$ cat src/design/acp_cal_ctrl_unused_note.sv
// Spare file of the calibration controller: holds no code.
// Assumes nothing of its surroundings.
`default_nettype none
`default_nettype wire

$ cat src/design/acp_pkg.sv
// Constants, register map and helpers of the converter core calibration controller.
// Assumes one 100 MHz clock; registers are word registers on a classic Wishbone slave.
// Summary of operation
// Foreground and background calibration modes only
// Foreground calibration forces mid-code on all channels
// Six cores, spares separate from output cores
// Foreground map: A-0, B-1, C-4, D-5
// Quad: core 2 spares 0/1, 3 spares 4/5
// Dual: core 2 alternately replaces cores 0, 1
// Single: core 2 replaces core 0
// Foreground calibration runs after reset; host waits
// Trigger source selected between pin and software
// Background mode keeps output samples flowing
// Calibrate offline core, swap in, repeat forever
// At most one core calibrating in background
// Host selects background: enable, pin off, soft
// Host programs switch delays 0x1f and 0x1e
// Readable writable factory trim per input, core
// Offset calibration once foreground, continuous background
// Low-power option sleeps spare until calibration due
// Swap timed by source and mux delays
`default_nettype none

package acp_pkg;

  // ***************************************************
  // Register indices (byte address is four times index)
  // ***************************************************
  localparam logic [7:0] IDX_CTRL = 8'h00;
  localparam logic [7:0] IDX_STATUS = 8'h01;
  localparam logic [7:0] IDX_OFS_BASE = 8'h40;
  localparam logic [7:0] IDX_GAIN_BASE = 8'h48;
  localparam logic [7:0] IDX_TERM_BASE = 8'h50;
  localparam logic [7:0] IDX_SRC_DLY = 8'h9a;
  localparam logic [7:0] IDX_MUX_DLY = 8'h9b;

  // ***************************************************
  // Control fields and reset values
  // ***************************************************
  localparam int CB_BG_EN = 0;
  localparam int CB_TRIG_SEL = 1;
  localparam int CB_SOFT_TRIG = 2;
  localparam int CB_FG_OS = 3;
  localparam int CB_BG_OS = 4;
  localparam int CB_LOW_POWER_BG_ENABLE = 5;
  localparam logic [7:0] CTRL_RST = 8'h00;
  localparam logic [7:0] DLY_RST = 8'h00;
  localparam logic [7:0] TRIM_RST = 8'h80;

  // ***************************************************
  // Default cycle counts
  // ***************************************************
  localparam int FG_CAL_CYC = 8192;
  localparam int CORE_CAL_CYC = 8192;
  localparam int OFS_CAL_CYC = 4096;
  localparam int LP_SLEEP_CYC = 65536;

  typedef enum logic [2:0] {
    ST_FG = 3'b000,
    ST_IDLE = 3'b001,
    ST_SLEEP = 3'b010,
    ST_CAL = 3'b011,
    ST_SWAP = 3'b100
  } acp_state_t;

  // Core driving a channel in foreground mode
  function automatic logic [2:0] def_core(input int ch);
    case (ch)
      0: def_core = 3'h0;
      1: def_core = 3'h1;
      2: def_core = 3'h4;
      default: def_core = 3'h5;
    endcase
  endfunction

  // Cores present for a channel count
  function automatic logic [5:0] used_mask(input int nch);
    case (nch)
      1: used_mask = 6'h05;
      2: used_mask = 6'h07;
      default: used_mask = 6'h3f;
    endcase
  endfunction

endpackage : acp_pkg

`default_nettype wire

$ cat src/design/acp_swap_if.sv
// Swap timing handshake between the sequencer and the swap timer.
// Assumes both ends run on the same clock and clock enable.
`default_nettype none

interface acp_swap_if;
  logic req;
  logic [7:0] src_dly;
  logic [7:0] mux_dly;
  logic src_go;
  logic mux_go;
  logic done;
  logic busy;
  modport ctl (output req, src_dly, mux_dly, input src_go, mux_go, done, busy);
  modport tmr (input req, src_dly, mux_dly, output src_go, mux_go, done, busy);
endinterface : acp_swap_if

`default_nettype wire

$ cat src/design/acp_swap_timer.sv
// Swap timer: pulses core-source and output-mux switch after programmed delays.
// Assumes a request is only raised while the timer is not busy.
`default_nettype none

module acp_swap_timer
  import acp_pkg::*;
(
  // Clock and reset
  input wire logic clk,
  input wire logic rst_n,
  input wire logic ce,
  // Handshake
  acp_swap_if.tmr sw
);

  logic busy_r;
  logic [7:0] cnt_r;
  logic [7:0] src_r;
  logic [7:0] mux_r;
  logic [7:0] last;
  logic [8:0] elapsed_r;
  logic src_seen_r;
  logic mux_seen_r;

  assign last = (src_r > mux_r) ? src_r : mux_r;

  always_ff @(posedge clk or negedge rst_n) begin
    if (!rst_n) begin
      busy_r <= 1'b0;
      cnt_r <= 8'h00;
      src_r <= 8'h00;
      mux_r <= 8'h00;
    end else if (ce) begin
      if (sw.req && !busy_r) begin
        busy_r <= 1'b1;
        cnt_r <= 8'h00;
        src_r <= sw.src_dly;
        mux_r <= sw.mux_dly;
      end else if (busy_r && cnt_r == last) begin
        busy_r <= 1'b0;
      end else if (busy_r) begin
        cnt_r <= cnt_r + 8'h01;
      end
    end
  end

  assign sw.src_go = busy_r && ce && cnt_r == src_r;
  assign sw.mux_go = busy_r && ce && cnt_r == mux_r;
  assign sw.done = busy_r && ce && cnt_r == last;
  assign sw.busy = busy_r;

  // ***************************************************
  // Assertions
  // ***************************************************
  always_ff @(posedge clk or negedge rst_n) begin
    if (!rst_n) begin
      elapsed_r <= 9'h000;
      src_seen_r <= 1'b0;
      mux_seen_r <= 1'b0;
    end else if (ce) begin
      if (sw.req && !busy_r) begin
        elapsed_r <= 9'h000;
        src_seen_r <= 1'b0;
        mux_seen_r <= 1'b0;
      end else begin
        elapsed_r <= elapsed_r + 9'h001;
        if (sw.src_go) src_seen_r <= 1'b1;
        if (sw.mux_go) mux_seen_r <= 1'b1;
      end
    end
  end

  a_src_delay: assert property (@(posedge clk) disable iff (!rst_n)
    sw.src_go |-> elapsed_r == {1'b0, src_r})
    else $error("core source switch off its delay");
  a_mux_delay: assert property (@(posedge clk) disable iff (!rst_n)
    sw.mux_go |-> elapsed_r == {1'b0, mux_r})
    else $error("output mux switch off its delay");
  a_both_switched: assert property (@(posedge clk) disable iff (!rst_n)
    sw.done |-> (src_seen_r || sw.src_go) && (mux_seen_r || sw.mux_go))
    else $error("swap ended without both switches");
  c_swap_done: cover property (@(posedge clk) disable iff (!rst_n) sw.done);

endmodule : acp_swap_timer

`default_nettype wire

$ cat src/design/acp_cal_ctrl.sv
// Calibration sequencer for six converter cores with a Wishbone register file.
// Assumes core samples arrive synchronous to CLK_SYS; Wishbone classic single cycles.
//
// The Wishbone register port was decided locally.
`default_nettype none

module acp_cal_ctrl
  import acp_pkg::*;
#(
  parameter int NUM_CH = 4,
  parameter int DW = 12,
  parameter int FG_CYC = FG_CAL_CYC,
  parameter int CAL_CYC = CORE_CAL_CYC,
  parameter int OFS_CYC = OFS_CAL_CYC,
  parameter int SLEEP_CYC = LP_SLEEP_CYC
) (
  // Clock, reset, enable
  input wire logic CLK_SYS,
  input wire logic RESET_N,
  input wire logic CLK_EN,
  // Wishbone slave
  input wire logic WB_CYC_I,
  input wire logic WB_STB_I,
  input wire logic WB_WE_I,
  input wire logic [9:0] WB_ADR_I,
  input wire logic [3:0] WB_SEL_I,
  input wire logic [31:0] WB_DAT_I,
  output logic [31:0] WB_DAT_O,
  output logic WB_ACK_O,
  // Trigger pin
  input wire logic CAL_TRIGGER_PIN,
  // Core samples and channel outputs
  input wire logic [6*DW-1:0] CORE_DATA,
  output logic [4*DW-1:0] CH_DATA,
  // Core control
  output logic [5:0] CORE_CAL_EN,
  output logic [5:0] CORE_PWR_EN,
  output logic [11:0] CORE_INPUT_SEL,
  output logic OFFSET_CAL_ACTIVE,
  output logic FG_CAL_BUSY,
  // Trim values
  output logic [47:0] TRIM_OFFSET,
  output logic [47:0] TRIM_GAIN,
  output logic [31:0] TRIM_TERM
);

  localparam logic [5:0] USED = used_mask(NUM_CH);
  localparam logic [19:0] FG_LD = 20'(FG_CYC - 1);
  localparam logic [19:0] FG_OS_LD = 20'(FG_CYC + OFS_CYC - 1);
  localparam logic [19:0] CAL_LD = 20'(CAL_CYC - 1);
  localparam logic [19:0] FOREGROUND_OFFSET_CAL_ENABLE_LD = 20'(CAL_CYC + OFS_CYC - 1);
  localparam logic [19:0] SLEEP_LD = 20'(SLEEP_CYC - 1);

  // ***************************************************
  // Registers and state
  // ***************************************************
  logic [7:0] ctrl_r;
  logic [7:0] src_dly_r;
  logic [7:0] mux_dly_r;
  logic [7:0] ofs_r [6];
  logic [7:0] gain_r [6];
  logic [7:0] term_r [4];
  acp_state_t state_r;
  acp_state_t state_nxt;
  logic [19:0] cnt_r;
  logic fg_done_r;
  logic trig_q_r;
  logic grp_r;
  logic [2:0] ch_core_r [4];
  logic [2:0] off_core_r [2];
  logic nxt_ch_r [2];
  logic [1:0] core_src_r [6];
  logic [2:0] victim_r;
  logic ack_r;
  logic [31:0] rdat_r;

  acp_swap_if sw ();

  acp_swap_timer u_timer (
    .clk(CLK_SYS),
    .rst_n(RESET_N),
    .ce(CLK_EN),
    .sw(sw.tmr)
  );

  // ***************************************************
  // Trigger and mode decode
  // ***************************************************
  logic trig;
  logic fg_start;
  logic bg_go;
  logic [7:0] idx;
  logic wb_req;
  logic wr;
  logic [1:0] vch;

  assign trig = ctrl_r[CB_TRIG_SEL] ? CAL_TRIGGER_PIN : ctrl_r[CB_SOFT_TRIG];
  assign bg_go = ctrl_r[CB_BG_EN] && !ctrl_r[CB_TRIG_SEL] && ctrl_r[CB_SOFT_TRIG];
  assign fg_start = trig && !trig_q_r && !bg_go;
  assign idx = WB_ADR_I[9:2];
  assign wb_req = WB_CYC_I && WB_STB_I && !ack_r;
  assign wr = WB_CYC_I && WB_STB_I && ack_r && WB_WE_I && WB_SEL_I[0];
  assign vch = {grp_r, nxt_ch_r[grp_r]};

  always_ff @(posedge CLK_SYS or negedge RESET_N) begin
    if (!RESET_N) trig_q_r <= 1'b0;
    else if (CLK_EN) trig_q_r <= trig;
  end

  // ***************************************************
  // Sequencer
  // ***************************************************
  always_comb begin
    state_nxt = state_r;
    case (state_r)
      ST_FG: if (cnt_r == 20'h0) state_nxt = ST_IDLE;
      ST_IDLE: begin
        if (fg_start) state_nxt = ST_FG;
        else if (bg_go) state_nxt = ctrl_r[CB_LOW_POWER_BG_ENABLE] ? ST_SLEEP : ST_CAL;
      end
      ST_SLEEP: begin
        if (!bg_go) state_nxt = ST_IDLE;
        else if (cnt_r == 20'h0) state_nxt = ST_CAL;
      end
      ST_CAL: begin
        if (!bg_go) state_nxt = ST_IDLE;
        else if (cnt_r == 20'h0) state_nxt = ST_SWAP;
      end
      ST_SWAP: begin
        if (sw.done) begin
          if (!bg_go) state_nxt = ST_IDLE;
          else state_nxt = ctrl_r[CB_LOW_POWER_BG_ENABLE] ? ST_SLEEP : ST_CAL;
        end
      end
      default: state_nxt = ST_IDLE;
    endcase
  end

  always_ff @(posedge CLK_SYS or negedge RESET_N) begin
    if (!RESET_N) begin
      state_r <= ST_FG;
      cnt_r <= FG_LD;
      fg_done_r <= 1'b0;
    end else if (CLK_EN) begin
      state_r <= state_nxt;
      if (state_nxt == ST_FG && state_r != ST_FG) begin
        cnt_r <= ctrl_r[CB_FG_OS] ? FG_OS_LD : FG_LD;
      end else if (state_nxt == ST_SLEEP && state_r != ST_SLEEP) begin
        cnt_r <= SLEEP_LD;
      end else if (state_nxt == ST_CAL && state_r != ST_CAL) begin
        cnt_r <= ctrl_r[CB_BG_OS] ? FOREGROUND_OFFSET_CAL_ENABLE_LD : CAL_LD;
      end else if (cnt_r != 20'h0) begin
        cnt_r <= cnt_r - 20'h1;
      end
      if (state_r == ST_FG) fg_done_r <= (state_nxt != ST_FG);
    end
  end

  // Group alternates between swaps on the quad part only
  always_ff @(posedge CLK_SYS or negedge RESET_N) begin
    if (!RESET_N) grp_r <= 1'b0;
    else if (CLK_EN) begin
      if (state_r == ST_FG) grp_r <= 1'b0;
      else if (sw.done && NUM_CH == 4) grp_r <= !grp_r;
    end
  end

  // ***************************************************
  // Core rotation
  // ***************************************************
  assign sw.req = (state_r == ST_CAL) && (state_nxt == ST_SWAP);
  assign sw.src_dly = src_dly_r;
  assign sw.mux_dly = mux_dly_r;

  always_ff @(posedge CLK_SYS or negedge RESET_N) begin
    if (!RESET_N) begin
      for (int c = 0; c < 4; c++) ch_core_r[c] <= def_core(c);
      off_core_r[0] <= 3'h2;
      off_core_r[1] <= 3'h3;
      nxt_ch_r[0] <= 1'b0;
      nxt_ch_r[1] <= 1'b0;
      victim_r <= 3'h0;
      core_src_r[0] <= 2'h0;
      core_src_r[1] <= 2'h1;
      core_src_r[2] <= 2'h0;
      core_src_r[3] <= 2'h2;
      core_src_r[4] <= 2'h2;
      core_src_r[5] <= 2'h3;
    end else if (CLK_EN) begin
      if (state_r == ST_FG) begin
        for (int c = 0; c < 4; c++) ch_core_r[c] <= def_core(c);
        off_core_r[0] <= 3'h2;
        off_core_r[1] <= 3'h3;
        nxt_ch_r[0] <= 1'b0;
        nxt_ch_r[1] <= 1'b0;
        core_src_r[0] <= 2'd0;
        core_src_r[1] <= 2'd1;
        core_src_r[4] <= 2'd2;
        core_src_r[5] <= 2'd3;
      end else begin
        if (sw.req) victim_r <= ch_core_r[vch];
        if (sw.src_go) core_src_r[off_core_r[grp_r]] <= vch;
        if (sw.mux_go) ch_core_r[vch] <= off_core_r[grp_r];
        if (sw.done) begin
          off_core_r[grp_r] <= victim_r;
          if (NUM_CH > 1) nxt_ch_r[grp_r] <= !nxt_ch_r[grp_r];
        end
      end
    end
  end

  // ***************************************************
  // Outputs to cores and channels
  // ***************************************************
  always_ff @(posedge CLK_SYS or negedge RESET_N) begin
    if (!RESET_N) begin
      CH_DATA <= '0;
      CORE_CAL_EN <= USED;
      CORE_PWR_EN <= USED;
      OFFSET_CAL_ACTIVE <= 1'b0;
    end else if (CLK_EN) begin
      for (int c = 0; c < 4; c++) begin
        if (state_r == ST_FG || c >= NUM_CH) CH_DATA[c*DW +: DW] <= '0;
        else CH_DATA[c*DW +: DW] <= CORE_DATA[ch_core_r[c]*DW +: DW];
      end
      CORE_CAL_EN <= '0;
      if (state_nxt == ST_FG) CORE_CAL_EN <= USED;
      else if (state_nxt == ST_CAL) CORE_CAL_EN[off_core_r[grp_r]] <= 1'b1;
      CORE_PWR_EN <= USED;
      if (ctrl_r[CB_LOW_POWER_BG_ENABLE] && state_nxt != ST_FG) begin
        for (int g = 0; g < 2; g++) begin
          if (!(state_nxt == ST_CAL && grp_r == 1'(g))) CORE_PWR_EN[off_core_r[g]] <= 1'b0;
        end
      end
      OFFSET_CAL_ACTIVE <= (state_nxt == ST_FG && ctrl_r[CB_FG_OS])
        || (state_nxt == ST_CAL && ctrl_r[CB_BG_OS]);
    end
  end

  always_comb begin
    for (int k = 0; k < 6; k++) CORE_INPUT_SEL[k*2 +: 2] = core_src_r[k];
    for (int k = 0; k < 6; k++) TRIM_OFFSET[k*8 +: 8] = ofs_r[k];
    for (int k = 0; k < 6; k++) TRIM_GAIN[k*8 +: 8] = gain_r[k];
    for (int k = 0; k < 4; k++) TRIM_TERM[k*8 +: 8] = term_r[k];
  end
  assign FG_CAL_BUSY = (state_r == ST_FG);

  // ***************************************************
  // Wishbone register file
  // ***************************************************
  always_ff @(posedge CLK_SYS or negedge RESET_N) begin
    if (!RESET_N) begin
      ctrl_r <= CTRL_RST;
      src_dly_r <= DLY_RST;
      mux_dly_r <= DLY_RST;
      for (int k = 0; k < 6; k++) ofs_r[k] <= TRIM_RST;
      for (int k = 0; k < 6; k++) gain_r[k] <= TRIM_RST;
      for (int k = 0; k < 4; k++) term_r[k] <= TRIM_RST;
    end else if (CLK_EN && wr) begin
      if (idx == IDX_CTRL) ctrl_r <= WB_DAT_I[7:0];
      if (idx == IDX_SRC_DLY) src_dly_r <= WB_DAT_I[7:0];
      if (idx == IDX_MUX_DLY) mux_dly_r <= WB_DAT_I[7:0];
      for (int k = 0; k < 6; k++) begin
        if (idx == IDX_OFS_BASE + 8'(k)) ofs_r[k] <= WB_DAT_I[7:0];
        if (idx == IDX_GAIN_BASE + 8'(k)) gain_r[k] <= WB_DAT_I[7:0];
      end
      for (int k = 0; k < 4; k++) begin
        if (idx == IDX_TERM_BASE + 8'(k)) term_r[k] <= WB_DAT_I[7:0];
      end
    end
  end

  always_ff @(posedge CLK_SYS or negedge RESET_N) begin
    if (!RESET_N) begin
      ack_r <= 1'b0;
      rdat_r <= 32'h0;
    end else if (CLK_EN) begin
      ack_r <= wb_req;
      rdat_r <= 32'h0;
      if (wb_req) begin
        if (idx == IDX_CTRL) rdat_r[7:0] <= ctrl_r;
        if (idx == IDX_STATUS) begin
          rdat_r <= {23'h000000, sw.busy, off_core_r[grp_r], state_r, fg_done_r,
            (state_r != ST_FG && state_r != ST_IDLE)};
        end
        if (idx == IDX_SRC_DLY) rdat_r[7:0] <= src_dly_r;
        if (idx == IDX_MUX_DLY) rdat_r[7:0] <= mux_dly_r;
        for (int k = 0; k < 6; k++) begin
          if (idx == IDX_OFS_BASE + 8'(k)) rdat_r[7:0] <= ofs_r[k];
          if (idx == IDX_GAIN_BASE + 8'(k)) rdat_r[7:0] <= gain_r[k];
        end
        for (int k = 0; k < 4; k++) begin
          if (idx == IDX_TERM_BASE + 8'(k)) rdat_r[7:0] <= term_r[k];
        end
      end
    end
  end
  assign WB_ACK_O = ack_r;
  assign WB_DAT_O = rdat_r;

  // ***************************************************
  // Assertions
  // ***************************************************
  a_midcode_fg: assert property (@(posedge CLK_SYS) disable iff (!RESET_N)
    CLK_EN && state_r == ST_FG |=> CH_DATA == '0)
    else $error("channel data not mid-code in foreground calibration");
  a_one_cal_core: assert property (@(posedge CLK_SYS) disable iff (!RESET_N)
    state_r != ST_FG && $past(state_r) != ST_FG |-> $onehot0(CORE_CAL_EN))
    else $error("more than one core calibrating in background");
  a_fg_all_cores: assert property (@(posedge CLK_SYS) disable iff (!RESET_N)
    CLK_EN && state_nxt == ST_FG |=> CORE_CAL_EN == USED)
    else $error("foreground calibration missing cores");
  a_fg_map: assert property (@(posedge CLK_SYS) disable iff (!RESET_N)
    CLK_EN && state_r == ST_FG |=> ch_core_r[0] == 3'h0 && ch_core_r[1] == 3'h1
      && ch_core_r[2] == 3'h4 && ch_core_r[3] == 3'h5)
    else $error("foreground core map wrong");
  a_spare_group: assert property (@(posedge CLK_SYS) disable iff (!RESET_N)
    off_core_r[0] <= 3'h2 && off_core_r[1] >= 3'h3)
    else $error("spare core left its group");
  a_trig_fg: assert property (@(posedge CLK_SYS) disable iff (!RESET_N)
    CLK_EN && state_r == ST_IDLE && fg_start |=> state_r == ST_FG ##1 FG_CAL_BUSY)
    else $error("trigger did not start foreground calibration");
  a_rotate: assert property (@(posedge CLK_SYS) disable iff (!RESET_N)
    sw.done && state_r == ST_SWAP |=> off_core_r[$past(grp_r)] == $past(victim_r))
    else $error("swapped core did not go offline");
  a_powerup_fg: assert property (@(posedge CLK_SYS)
    $rose(RESET_N) |-> state_r == ST_FG && FG_CAL_BUSY)
    else $error("no foreground calibration after reset");
  a_cal_powered: assert property (@(posedge CLK_SYS) disable iff (!RESET_N)
    (CORE_CAL_EN & ~CORE_PWR_EN) == 6'h00)
    else $error("calibrating core is powered down");
  a_ofs_bg: assert property (@(posedge CLK_SYS) disable iff (!RESET_N)
    CLK_EN && state_nxt == ST_CAL && ctrl_r[CB_BG_OS] |=> OFFSET_CAL_ACTIVE)
    else $error("offset calibration idle in background");
  a_ack_pulse: assert property (@(posedge CLK_SYS) disable iff (!RESET_N)
    CLK_EN && WB_ACK_O |=> !WB_ACK_O)
    else $error("bus acknowledge held longer than one cycle");
  c_grp_swap: cover property (@(posedge CLK_SYS) disable iff (!RESET_N) sw.done && grp_r);
  c_fg_done: cover property (@(posedge CLK_SYS) disable iff (!RESET_N) $fell(FG_CAL_BUSY));
  c_bg_cal: cover property (@(posedge CLK_SYS) disable iff (!RESET_N) state_r == ST_CAL);
  c_lp_sleep: cover property (@(posedge CLK_SYS) disable iff (!RESET_N) state_r == ST_SLEEP);

endmodule : acp_cal_ctrl

`default_nettype wire

$ cat config.mk
export PLATFORM = sky130hd
export DESIGN_NAME = acp_cal_ctrl
export DESIGN_NICKNAME = d
export VERILOG_FILES = /design/src/design/acp_cal_ctrl_unused_note.sv /design/src/design/acp_pkg.sv /design/src/design/acp_swap_if.sv /design/src/design/acp_swap_timer.sv /design/src/design/acp_cal_ctrl.sv
export SDC_FILE = /design/constraint.sdc
export NUM_CORES = 1
export LEC_CHECK = 0
export BUFFER_PORTS_ARGS = -buffer_cell sky130_fd_sc_hd__buf_4
export CORE_ASPECT_RATIO = 1.4
export CORE_MARGIN = 1.5
export CORE_UTILIZATION = 56
export CTS_CLUSTER_DIAMETER = 120
export CTS_CLUSTER_SIZE = 8
export DETAILED_ROUTE_END_ITERATION = 16
export GPL_TIMING_DRIVEN = 0
export HOLD_SLACK_MARGIN = 0.03
export PLACE_DENSITY = 0.83
export SLEW_MARGIN = 20
export SYNTH_ARGS = -nofsm -noshare
export SYNTH_HDL_FRONTEND = slang
export SYNTH_SLANG_ARGS = --single-unit
$ cat constraint.sdc
create_clock -name CLK_SYS -period 3.5 [get_ports CLK_SYS]
set_input_delay 0.35 -clock CLK_SYS [delete_from_list [all_inputs] [get_ports CLK_SYS]]
set_output_delay 0.35 -clock CLK_SYS [all_outputs]
set_load 0.02 [all_outputs]
# Word-level counts from Yosys, hierarchy flattened
# Index checks and enable logic that the tools add are counted.
dict set report totals {
  ff_bits 332
  in_bits 125
  out_inout_bits 235
  wordCells 289
}
dict set report op_classes {
  addsub 2
  mul 4
  order_cmp 13
  n_eq_ne 33
  shifts 4
  mux 94
  bitwise_logic 8
  n_reduce_logical 82
}
# cell count
set op_table {}
lappend op_table {{variable part select 72 x 8 -> 12 bit} 4}
lappend op_table {{two-way mux 8 bit} 23}
lappend op_table {{equality test 8 x 7 -> 1 bit, second input constant} 16}
lappend op_table {{two-way mux 12 bit} 7}
lappend op_table {{two-way mux 20 bit} 4}
lappend op_table {{two-way mux 6 bit} 9}
lappend op_table {{AND reduction 2 bit} 26}
lappend op_table {{two-way mux 3 bit} 15}
lappend op_table {{logical AND 1 bit} 32}
lappend op_table {{two-way mux 14 bit} 2}
lappend op_table {{bitwise mux 12 bit} 2}
lappend op_table {{equality test 8 bit} 3}
lappend op_table {{logical NOT 20 bit} 1}
lappend op_table {{multiplier 3 x 2 -> 5 bit, second input constant} 4}
lappend op_table {{nonzero test 20 bit} 1}
lappend op_table {{subtractor 20 x 1 -> 20 bit, second input constant} 1}
lappend op_table {{two-way mux 9 bit} 2}
lappend op_table {{equality test 8 bit, second input constant} 2}
lappend op_table {{one-hot mux 3 bit (5 select lines)} 1}
lappend op_table {{two-way mux 1 bit} 13}
lappend op_table {{equality test 3 x 2 -> 1 bit, second input constant} 4}
lappend op_table {{< comparator 3 x 4 -> 1 bit, second input constant} 3}
lappend op_table {{inverter 6 bit} 2}
lappend op_table {{nonzero test 2 bit} 5}
lappend op_table {{37 further kinds} 58}

# Longest topological paths before layout
# Gate-level depths: netlist of the first run.
dict set report logic_depth {
  ltp_word 24
  mapped_depth 12
  mapped_depth_nobuf 10
}

# Modules after synthesis
# From an unflattened synthesis of the first run, not the netlist that was laid out.
dict set report hier_totals {
  hier_cells 1585
  area_unflattened_um2 17499.3
}
# mod n_inst cells_per_inst area_each_um2 seq_area_each_um2
set modules_own_cells {}
lappend modules_own_cells {acp_cal_ctrl 1 1425 15857.7 7173.1}
lappend modules_own_cells {acp_swap_timer 1 160 1641.6 625.6}

# Worst setup path before layout of the first run
# Ideal clock, no wire load.
dict set report synth_timing {
  path_type {flip-flop to flip-flop}
  from {register u_timer.mux_r[1]}
  to {register cnt_r[14]}
  setup_ns 0.121
  arrival_ns 2.630
  required_time_ns 3.379
  path_slack_ns 0.749
  stages_incl_launch_ff 11
  n_path_buf 0
  synth_period_minus_slack_ns 2.751
  path_cell_list {dfrtp_1 > inv_1 > ha_1 > nor2b_1 > o21ai_0 > nor4bb_1 > o21ai_0 > a211o_1 > o2111a_2 > a211o_1 > a22o_1}
}
dict set report synth_between {
  elab_chain_len 11
  word_cells_on_any_way 17
  cone_classes {1 x order compare; 3 x eq/ne; 6 x mux; 7 x reduce/logical}
}
# item line
set synth_lines {}
lappend synth_lines {{start, declared} acp_swap_timer.sv:19} ;# logic [7:0] mux_r;
lappend synth_lines {{start signal, assigned} acp_swap_timer.sv:38} ;# mux_r <= sw.mux_dly;
lappend synth_lines {{greater-than comparator 8 bit} acp_swap_timer.sv:25} ;# assign last = (src_r > mux_r) ? src_r : mux_r;
lappend synth_lines {{two-way mux 8 bit *} acp_swap_timer.sv:25}
lappend synth_lines {{equality test 8 bit *} acp_swap_timer.sv:49} ;# assign sw.done = busy_r && ce && cnt_r == last;
lappend synth_lines {{logical AND 1 bit *} acp_swap_timer.sv:49}
lappend synth_lines {{two-way mux 3 bit *} acp_cal_ctrl.sv:130} ;# if (sw.done) begin
lappend synth_lines {{one-hot mux 3 bit (5 select lines) *} acp_cal_ctrl.sv:115} ;# case (state_r)
lappend synth_lines {{equality test 3 x 2 -> 1 bit} acp_cal_ctrl.sv:150} ;# end else if (state_nxt == ST_CAL && state_r != ST_CAL) begin
lappend synth_lines {{logical AND 1 bit} acp_cal_ctrl.sv:150}
lappend synth_lines {{two-way mux 20 bit} acp_cal_ctrl.sv:150}
lappend synth_lines {{two-way mux 20 bit} acp_cal_ctrl.sv:148} ;# end else if (state_nxt == ST_SLEEP && state_r != ST_SLEEP) begin
lappend synth_lines {{two-way mux 20 bit} acp_cal_ctrl.sv:146} ;# if (state_nxt == ST_FG && state_r != ST_FG) begin
lappend synth_lines {{end signal, assigned} acp_cal_ctrl.sv:147} ;# cnt_r <= ctrl_r[CB_FG_OS] ? FG_OS_LD : FG_LD;
lappend synth_lines {{end signal, assigned} acp_cal_ctrl.sv:151} ;# cnt_r <= ctrl_r[CB_BG_OS] ? FOREGROUND_OFFSET_CAL_ENABLE_LD : CAL_LD;
lappend synth_lines {{end signal, assigned} acp_cal_ctrl.sv:153} ;# cnt_r <= cnt_r - 20'h1;
lappend synth_lines {{end, declared} acp_cal_ctrl.sv:65} ;# logic [19:0] cnt_r;
# Mark *: on every way between the ends. The rest lies on a longest branch, timed or not.
# A chain may end at the register's enable or synchronous reset.

# Final worst setup path of the first run
dict set report layout_timing {
  from {register ch_core_r[0] in the netlist's numbering}
  to {register CH_DATA[43]}
}
dict set report layout_between {
  elab_chain_len 3
}
# item line
set layout_lines {}
lappend layout_lines {{start, declared} acp_cal_ctrl.sv:69} ;# logic [2:0] ch_core_r [4];
lappend layout_lines {{start signal, assigned by index} acp_cal_ctrl.sv:203} ;# if (sw.mux_go) ch_core_r[vch] <= off_core_r[grp_r];
lappend layout_lines {{multiplier 3 x 2 -> 5 bit} acp_cal_ctrl.sv:224} ;# else CH_DATA[c*DW +: DW] <= CORE_DATA[ch_core_r[c]*DW +: DW];
lappend layout_lines {{variable part select 72 x 8 -> 12 bit} acp_cal_ctrl.sv:224}
lappend layout_lines {{two-way mux 12 bit} acp_cal_ctrl.sv:223} ;# if (state_r == ST_FG || c >= NUM_CH) CH_DATA[c*DW +: DW] <= '0;
lappend layout_lines {{end signal, assigned by index} acp_cal_ctrl.sv:224}
lappend layout_lines {{end, declared} acp_cal_ctrl.sv:34} ;# output logic [4*DW-1:0] CH_DATA,
# No other way between the ends.

==> results of run 1 <==
## layout make-up
| cell class | count | area, µm² |
|---|---|---|
| clock buffer | 78 | 1230 |
| fill | 2131 | 8730 |
| inverter | 31 | 116 |
| tap | 385 | 482 |
| buffer | 128 | 639 |
| sequential | 309 | 7800 |
| clock inverter | 4 | 53.8 |
| timing repair buffer | 301 | 2330 |
| multi-input combinational | 1052 | 8550 |
| antenna | 1 | 2.50 |
## cell usage after synthesis (26+ instances only)
library cell    n  area, µm²
nor2_1         98        368
nand3_1        33        165
a22oi_1        69        518
nand2_1        91        342
a21oi_1        55        275
mux2_2        217       2440
mux4_2         48       1080
xnor2_1        28        245
inv_1          30        113
o2bb2ai_1      50        438
clkbuf_1       70        263
dfrtp_1       256       6410
o21ai_0        55        275
buf_4          26        195
dfstp_2        53       1390
## per-layer routing
layer / vias up / track usage (%) / wire length (µm)
met4: 0 / 25.5 / 4290
li1: 6395 / - / -
met2: 1097 / 64.0 / 29600
met1: 7460 / 43.9 / 20200
met5: - / 0 / 0
met3: 264 / 8.71 / 5980
## what timing repair did
action,CTS,global route
endpoints found under the hold margin,32,0
buffers inserted,0,0
gates resized for setup,0,2
setup endpoints to repair,0,2
hold buffers,1,0
## worst min-delay path, cell delays in order
cell	delay, ps
buf_4	120
nand2_1	100
a31oi_1	100
## cell families after synthesis
kind of cell | after synthesis
AO/OA/AOI/OAI | 358
AND/OR/NAND/NOR | 349
adder cells (fa/ha/maj) | 11
other | 1
XOR/XNOR | 32
multiplexers | 279
flip-flops | 309
buffers and inverters | 159
## power groups by stage
| stage | clock network [mW] | logic (mW) | registers, mW |
|---|---|---|---|
| 6_report | 4.01 | 1.49 | 4.06 |
| 2_1_floorplan | 0 | 0.703 | 4.20 |
| 3_3_place_gp | 0 | 1.41 | 4.10 |
| 4_1_cts | 4.01 | 1.47 | 4.06 |
| 3_5_place_dp | 0 | 1.46 | 4.11 |
| 5_1_grt | 4.17 | 1.59 | 4.09 |
## through the flow
stage	util, %	instances
finish	70.8	2289
global route	70.8	2289
CTS	70.8	2288
detailed placement	66.5	2205
global placement	66.1	2202
floorplan	-	1520
## sequential cells by signal, summed over array words and instances, names as in the netlist, 2 cells and up
name and flops:
state_r 3, CORE_PWR_EN 6, TRIM_TERM 32, u_timer.src_r 8, cnt_r 20, u_timer.cnt_r 8
nxt_ch_r 2, ctrl_r 8, mux_dly_r 8, src_dly_r 8, victim_r 3, CH_DATA 48
CORE_INPUT_SEL 12, CORE_CAL_EN 6, off_core_r 6, ch_core_r 12, TRIM_GAIN 48, TRIM_OFFSET 48
u_timer.mux_r 8, WB_DAT_O 9
## worst min-delay path by stage
| stage | startpoint | end | cells after the start |
|---|---|---|---|
| global placement | CORE_INPUT_SEL[9] | CORE_INPUT_SEL[9] | 2 |
| floorplan | RESET_N | CH_DATA[0] | 0 |
| finish | CAL_TRIGGER_PIN | trig_q_r | 3 |
| global route | CAL_TRIGGER_PIN | trig_q_r | 3 |
| detailed placement | RESET_N | cnt_r[19] | 1 |
| CTS | CAL_TRIGGER_PIN | trig_q_r | 3 |
==> run metrics, run 1 <==
Worst Setup SP=ch_core_r[0]; GRT Total Usage=approximately two fifths; Clock Latency Late Sink=between 500 and 600 ps; Hold WS=roughly 150 ps; Critical Path RT=approximately 4000 ps; Final Instance Area=around 21000 µm²; Sw Ratio=about 29%; core box area=between 20000 and 30000 µm²; Crit Path Class=reg2reg; Max-Cap Viols=0; clock-pin transition on the worst setup and hold timing paths=50 ps; largest family of logic cells by synthesized area=multiplexers; Psw=about 2.7 mW; share of cells above drive strength 1=around 39%; cell area after synthesis=between 15000 and 20000 µm²; worst reg2reg path depth=6; die width=between 150 and 200 µm; Mean Syn Cell Area=between 10 and 15 µm²; fin nets=roughly 2000; P per Cell Area=approximately 450 nW/µm²; Reg-to-Reg End=CH_DATA[43]; Peak supply drop=0.000492 V; RSZ-0062 raised after global routing=true; final total power=9.56 mW; flop-to-flop setup slack=~19 ps; fraction of the mapped netlist area in compound gates=between 10% and 20%; combinational power share=15.5%; Fin Setup TNS=0 ps; Setup WS pre-CTS=-342 ps; internal power=between 6 and 7 mW; ys async rst share=100%; Simple-Gate Fraction of Synth Area=10.4%; Critical Path Most Common Cell=clkbuf_1; LEAKAGE=9.74 nW; initial core utilization=56.8%; synthesized-area fraction occupied by adder cells=less than 1%; Via density=about 6.6; Iteration-0 DRC Markers=between 1000 and 1500; fmax=around 290 MHz; TritonRoute pass-1 iters=6; Seq/Total Area, Yosys=a little under half; Finish-stage setup viols=0; total number of clock tree sinks=between 300 and 400; dpl cell area=approximately 20000 µm²; number of synthesized flops with an enable pin=0; Die Area=~31000 µm²; first-pass GRT wire length=roughly 91000 µm; DRC viols=0; Rel. slew slack=23.4%; vias in the first global route=15400; commonest non-fill, non-tap cell in the layout=buf_4; crit path DAT=between 3000 and 4000 ps; num rows=75; Cell Chain, Critical Path=clkbuf_1 -> clkbuf_2 -> clkbuf_1 -> mux2_2 -> a22oi_1 -> o2bb2ai_1; CP max FO=10; Worst Path Buf+Inv=3; Routed WL=60100 µm; Hold WC Path Type=in2reg; Synth Warn #=0; H-tree depth=2; Slowest-stage cell, CP=clkbuf_1; TritonCTS Buffers=44; most frequent cells in the layout=buf_4, dfrtp_1, mux2_2; gr ovfl total=0; post-detail-place hpwl=around 44000 µm; worst slew pin tran=roughly 1100 ps; Die H=about 210 µm; Final Cycle Share=99.4%; top_reg_cell synth=dfrtp_1; IO buf count=roughly 300; Worst Skew=between 10 and 15 ps; CP endpoint kind=flop; routability cong.=~1; clock root buffer=clkbuf_16; Worst setup SP type=flop; io pins=360; final hold violation count=0; fin crit period=3480 ps; reg-to-reg critical path startpoint=ch_core_r[0]; CP Capture Point=CH_DATA[43]; multiplexer share of the synthesized area=a little over a fifth; cell family with most CP delay=buffers and inverters; via count=15200; final worst slack=just under 20 ps; status=finished clean; WL/cell=about 26 µm; Max Root-Sink Buffers=3; Post-Syn Instances=around 1500; Routed Antenna Nets=0; Flop pwr share=a little over two fifths; crit-path max cell delay=620 ps; cell count along the critical path=6; clock power share=a little over two fifths; area delta synth->final=24.7%; CTS tree=built; Slew Limit Fails=0; post-synth cell types=87; antenna violations before repair=1; largest net degree at the start of global routing=90; XOR/XNOR Fraction of Synth Area=roughly 1.7%; Seq cells post-synth=about 300
Power figures use the tool's default switching activity.
==> run 2: changes to the inputs <==
--- a/config.mk
+++ b/config.mk
@@ -16,2 +16,3 @@
 export HOLD_SLACK_MARGIN = 0.03
+export MAX_ROUTING_LAYER = met4
 export PLACE_DENSITY = 0.83
==> constraint.sdc (replaced) <==
create_clock -name CLK_SYS -period 3.5 [get_ports CLK_SYS]
set_input_delay 0.175 -clock CLK_SYS [delete_from_list [all_inputs] [get_ports CLK_SYS]]
set_output_delay 0.175 -clock CLK_SYS [all_outputs]
set_load 0.02 [all_outputs]
==> run metrics, run 2 (synthesis results as in run 1) <==
Clock Latency Late Sink=580 ps; die width=roughly 150 µm; Die H=about 210 µm; num rows=75; CP endpoint kind=flop; Final Cycle Share=roughly 93%; DP Cell Count=about 2200; Finish-stage setup viols=0; Peak supply drop=a little over 0.0004 V; Hold WS=~46 ps; gr ovfl total=0; TritonCTS Buffers=44; Max Root-Sink Buffers=3; vias in the first global route=around 15000; Worst Skew=roughly 24 ps; crit path DAT=between 3000 and 4000 ps; fin nets=around 2000; multi-input logic area=about 8600 µm²; first-pass GRT wire length=~90000 µm; antenna violations before repair=2; RSZ-0062 raised after global routing=false; Iteration-0 DRC Markers=about 1500; largest net degree at the start of global routing=100; final hold violation count=0; CTS tree=built; initial core utilization=roughly 57%; clock root buffer=clkbuf_16; Via density=roughly 6.6; Slowest-stage cell, CP=nor4bb_1; fmax=307 MHz; total area of sequential cells=between 7000 and 8000 µm²; routability cong.=around 1; WL/cell=around 26 µm; Die Area=between 30000 and 40000 µm²; total number of clock tree sinks=just over 300; TritonRoute pass-1 iters=6; LEAKAGE=between 9 and 10 nW; fin crit period=between 3000 and 4000 ps; crit-path max cell delay=around 540 ps; utilization after layout=just over 70%; clock-pin transition on the worst setup and hold timing paths=approximately 60 ps; Routed WL=around 60000 µm; Crit Path Class=reg2reg; Rel. slew slack=between 20% and 30%; share of cells above drive strength 1=38.6%; Cell Chain, Critical Path=inv_1 -> ha_1 -> nor2b_1 -> o21ai_0 -> nor4bb_1 -> o21ai_0 -> a211o_1 -> o2111a_2 -> a211o_1 -> a22o_1; Hold WC Path Type=in2reg; status=finished clean; H-tree depth=2; CP max FO=6; worst slew pin tran=between 1000 and 1500 ps; P per Cell Area=approximately 450 nW/µm²; most frequent cells in the layout=buf_4, dfrtp_1, mux2_2; flop-to-flop setup slack=~250 ps; commonest non-fill, non-tap cell in the layout=buf_4; fill count=2178; Routed Antenna Nets=0; dpl cell area=about 20000 µm²; Max-Cap Viols=0; Slew Limit Fails=0; Worst setup SP type=flop; via count=15200; Critical Path RT=approximately 4000 ps; core box area=approximately 30000 µm²; DRC viols=0; Non-Filler Instances=2290; area delta synth->final=24.8%; io pins=between 300 and 400; Final Instance Area=about 21000 µm²; GRT Total Usage=between 30% and 40%; IO buf count=297; post-detail-place hpwl=~44000 µm; postcts setup bufs=0
==> run 2: changes by cell type in the layout (fill, tap and decap cells not counted), sizes merged <==
cell	change
clkinv	-2
clkbuf	-2
inv	+2
dlygate4sd3	+1
buf	+1
diode	+1
==> run 2: power by group <==
part / internal [mW] / leakage, nW / total (mW) / switching, mW
registers: 3.85 / 3.99 / 4.06 / 0.210
clock network: 2.38 / 0.616 / 4.05 / 1.67
logic: 0.608 / 5.14 / 1.49 / 0.884
==> run 2: through the flow <==
step | power (mW) | setup slack, ps | TNS [ps]
global placement | 5.51 | -450 | -104440
finish | 9.61 | 248 | 0
detailed placement | 5.57 | 3.14 | 0
global route | 9.90 | 60.6 | 0
floorplan | 4.90 | 749 | 0
CTS | 9.58 | 239 | 0
==> run 2: per-layer routing <==
metal	part of all wire [%]	GRT usage, %	vias up
met5	0	-	-
met4	7.8	27.9	0
met3	9.2	8.65	315
met2	49	63.4	1019
met1	34	44.3	7475
li1	-	-	6381
==> run 2: what timing repair did <==
action / CTS / global route
resized for setup: 0 / 1
hold endpoints to repair: 91 / 0
hold buffers: 2 / 0
setup endpoints to repair: 0 / 1
==> run 2: cell type report <==
| class | instances | share of cell area, % |
|---|---|---|
| Multi-Input combinational cell | 1052 | 40.3 |
| Sequential cell | 309 | 36.7 |
| Timing Repair Buffer | 302 | 11.0 |
| Clock buffer | 77 | 5.77 |
| Buffer | 128 | 3.01 |
| Tap cell | 385 | 2.27 |
| Inverter | 31 | 0.548 |
| Clock inverter | 4 | 0.354 |
| Antenna cell | 2 | 0.0236 |
==> run 2: critical path: cells and delay by family (launching register included) <==
family,cells,cell delay [ps]
flops,1,400
buf+inv,1,80
compound gates,6,1680
simple gates,2,670
fa+ha+maj,1,300
==> run 2: final timing paths <==
check	cells past startpoint	to	startpoint
worst min-delay path	4	CH_DATA[37]	CORE_DATA[49]
min in group asynchronous	2	cnt_r[16]	RESET_N
worst min register to register	2	CORE_CAL_EN[2]	CORE_CAL_EN[2]
worst max-delay path	10	cnt_r[15]	u_timer.mux_r[1]
worst max register to register	10	cnt_r[15]	u_timer.mux_r[1]
max in group asynchronous	5	TRIM_TERM[7]	RESET_N
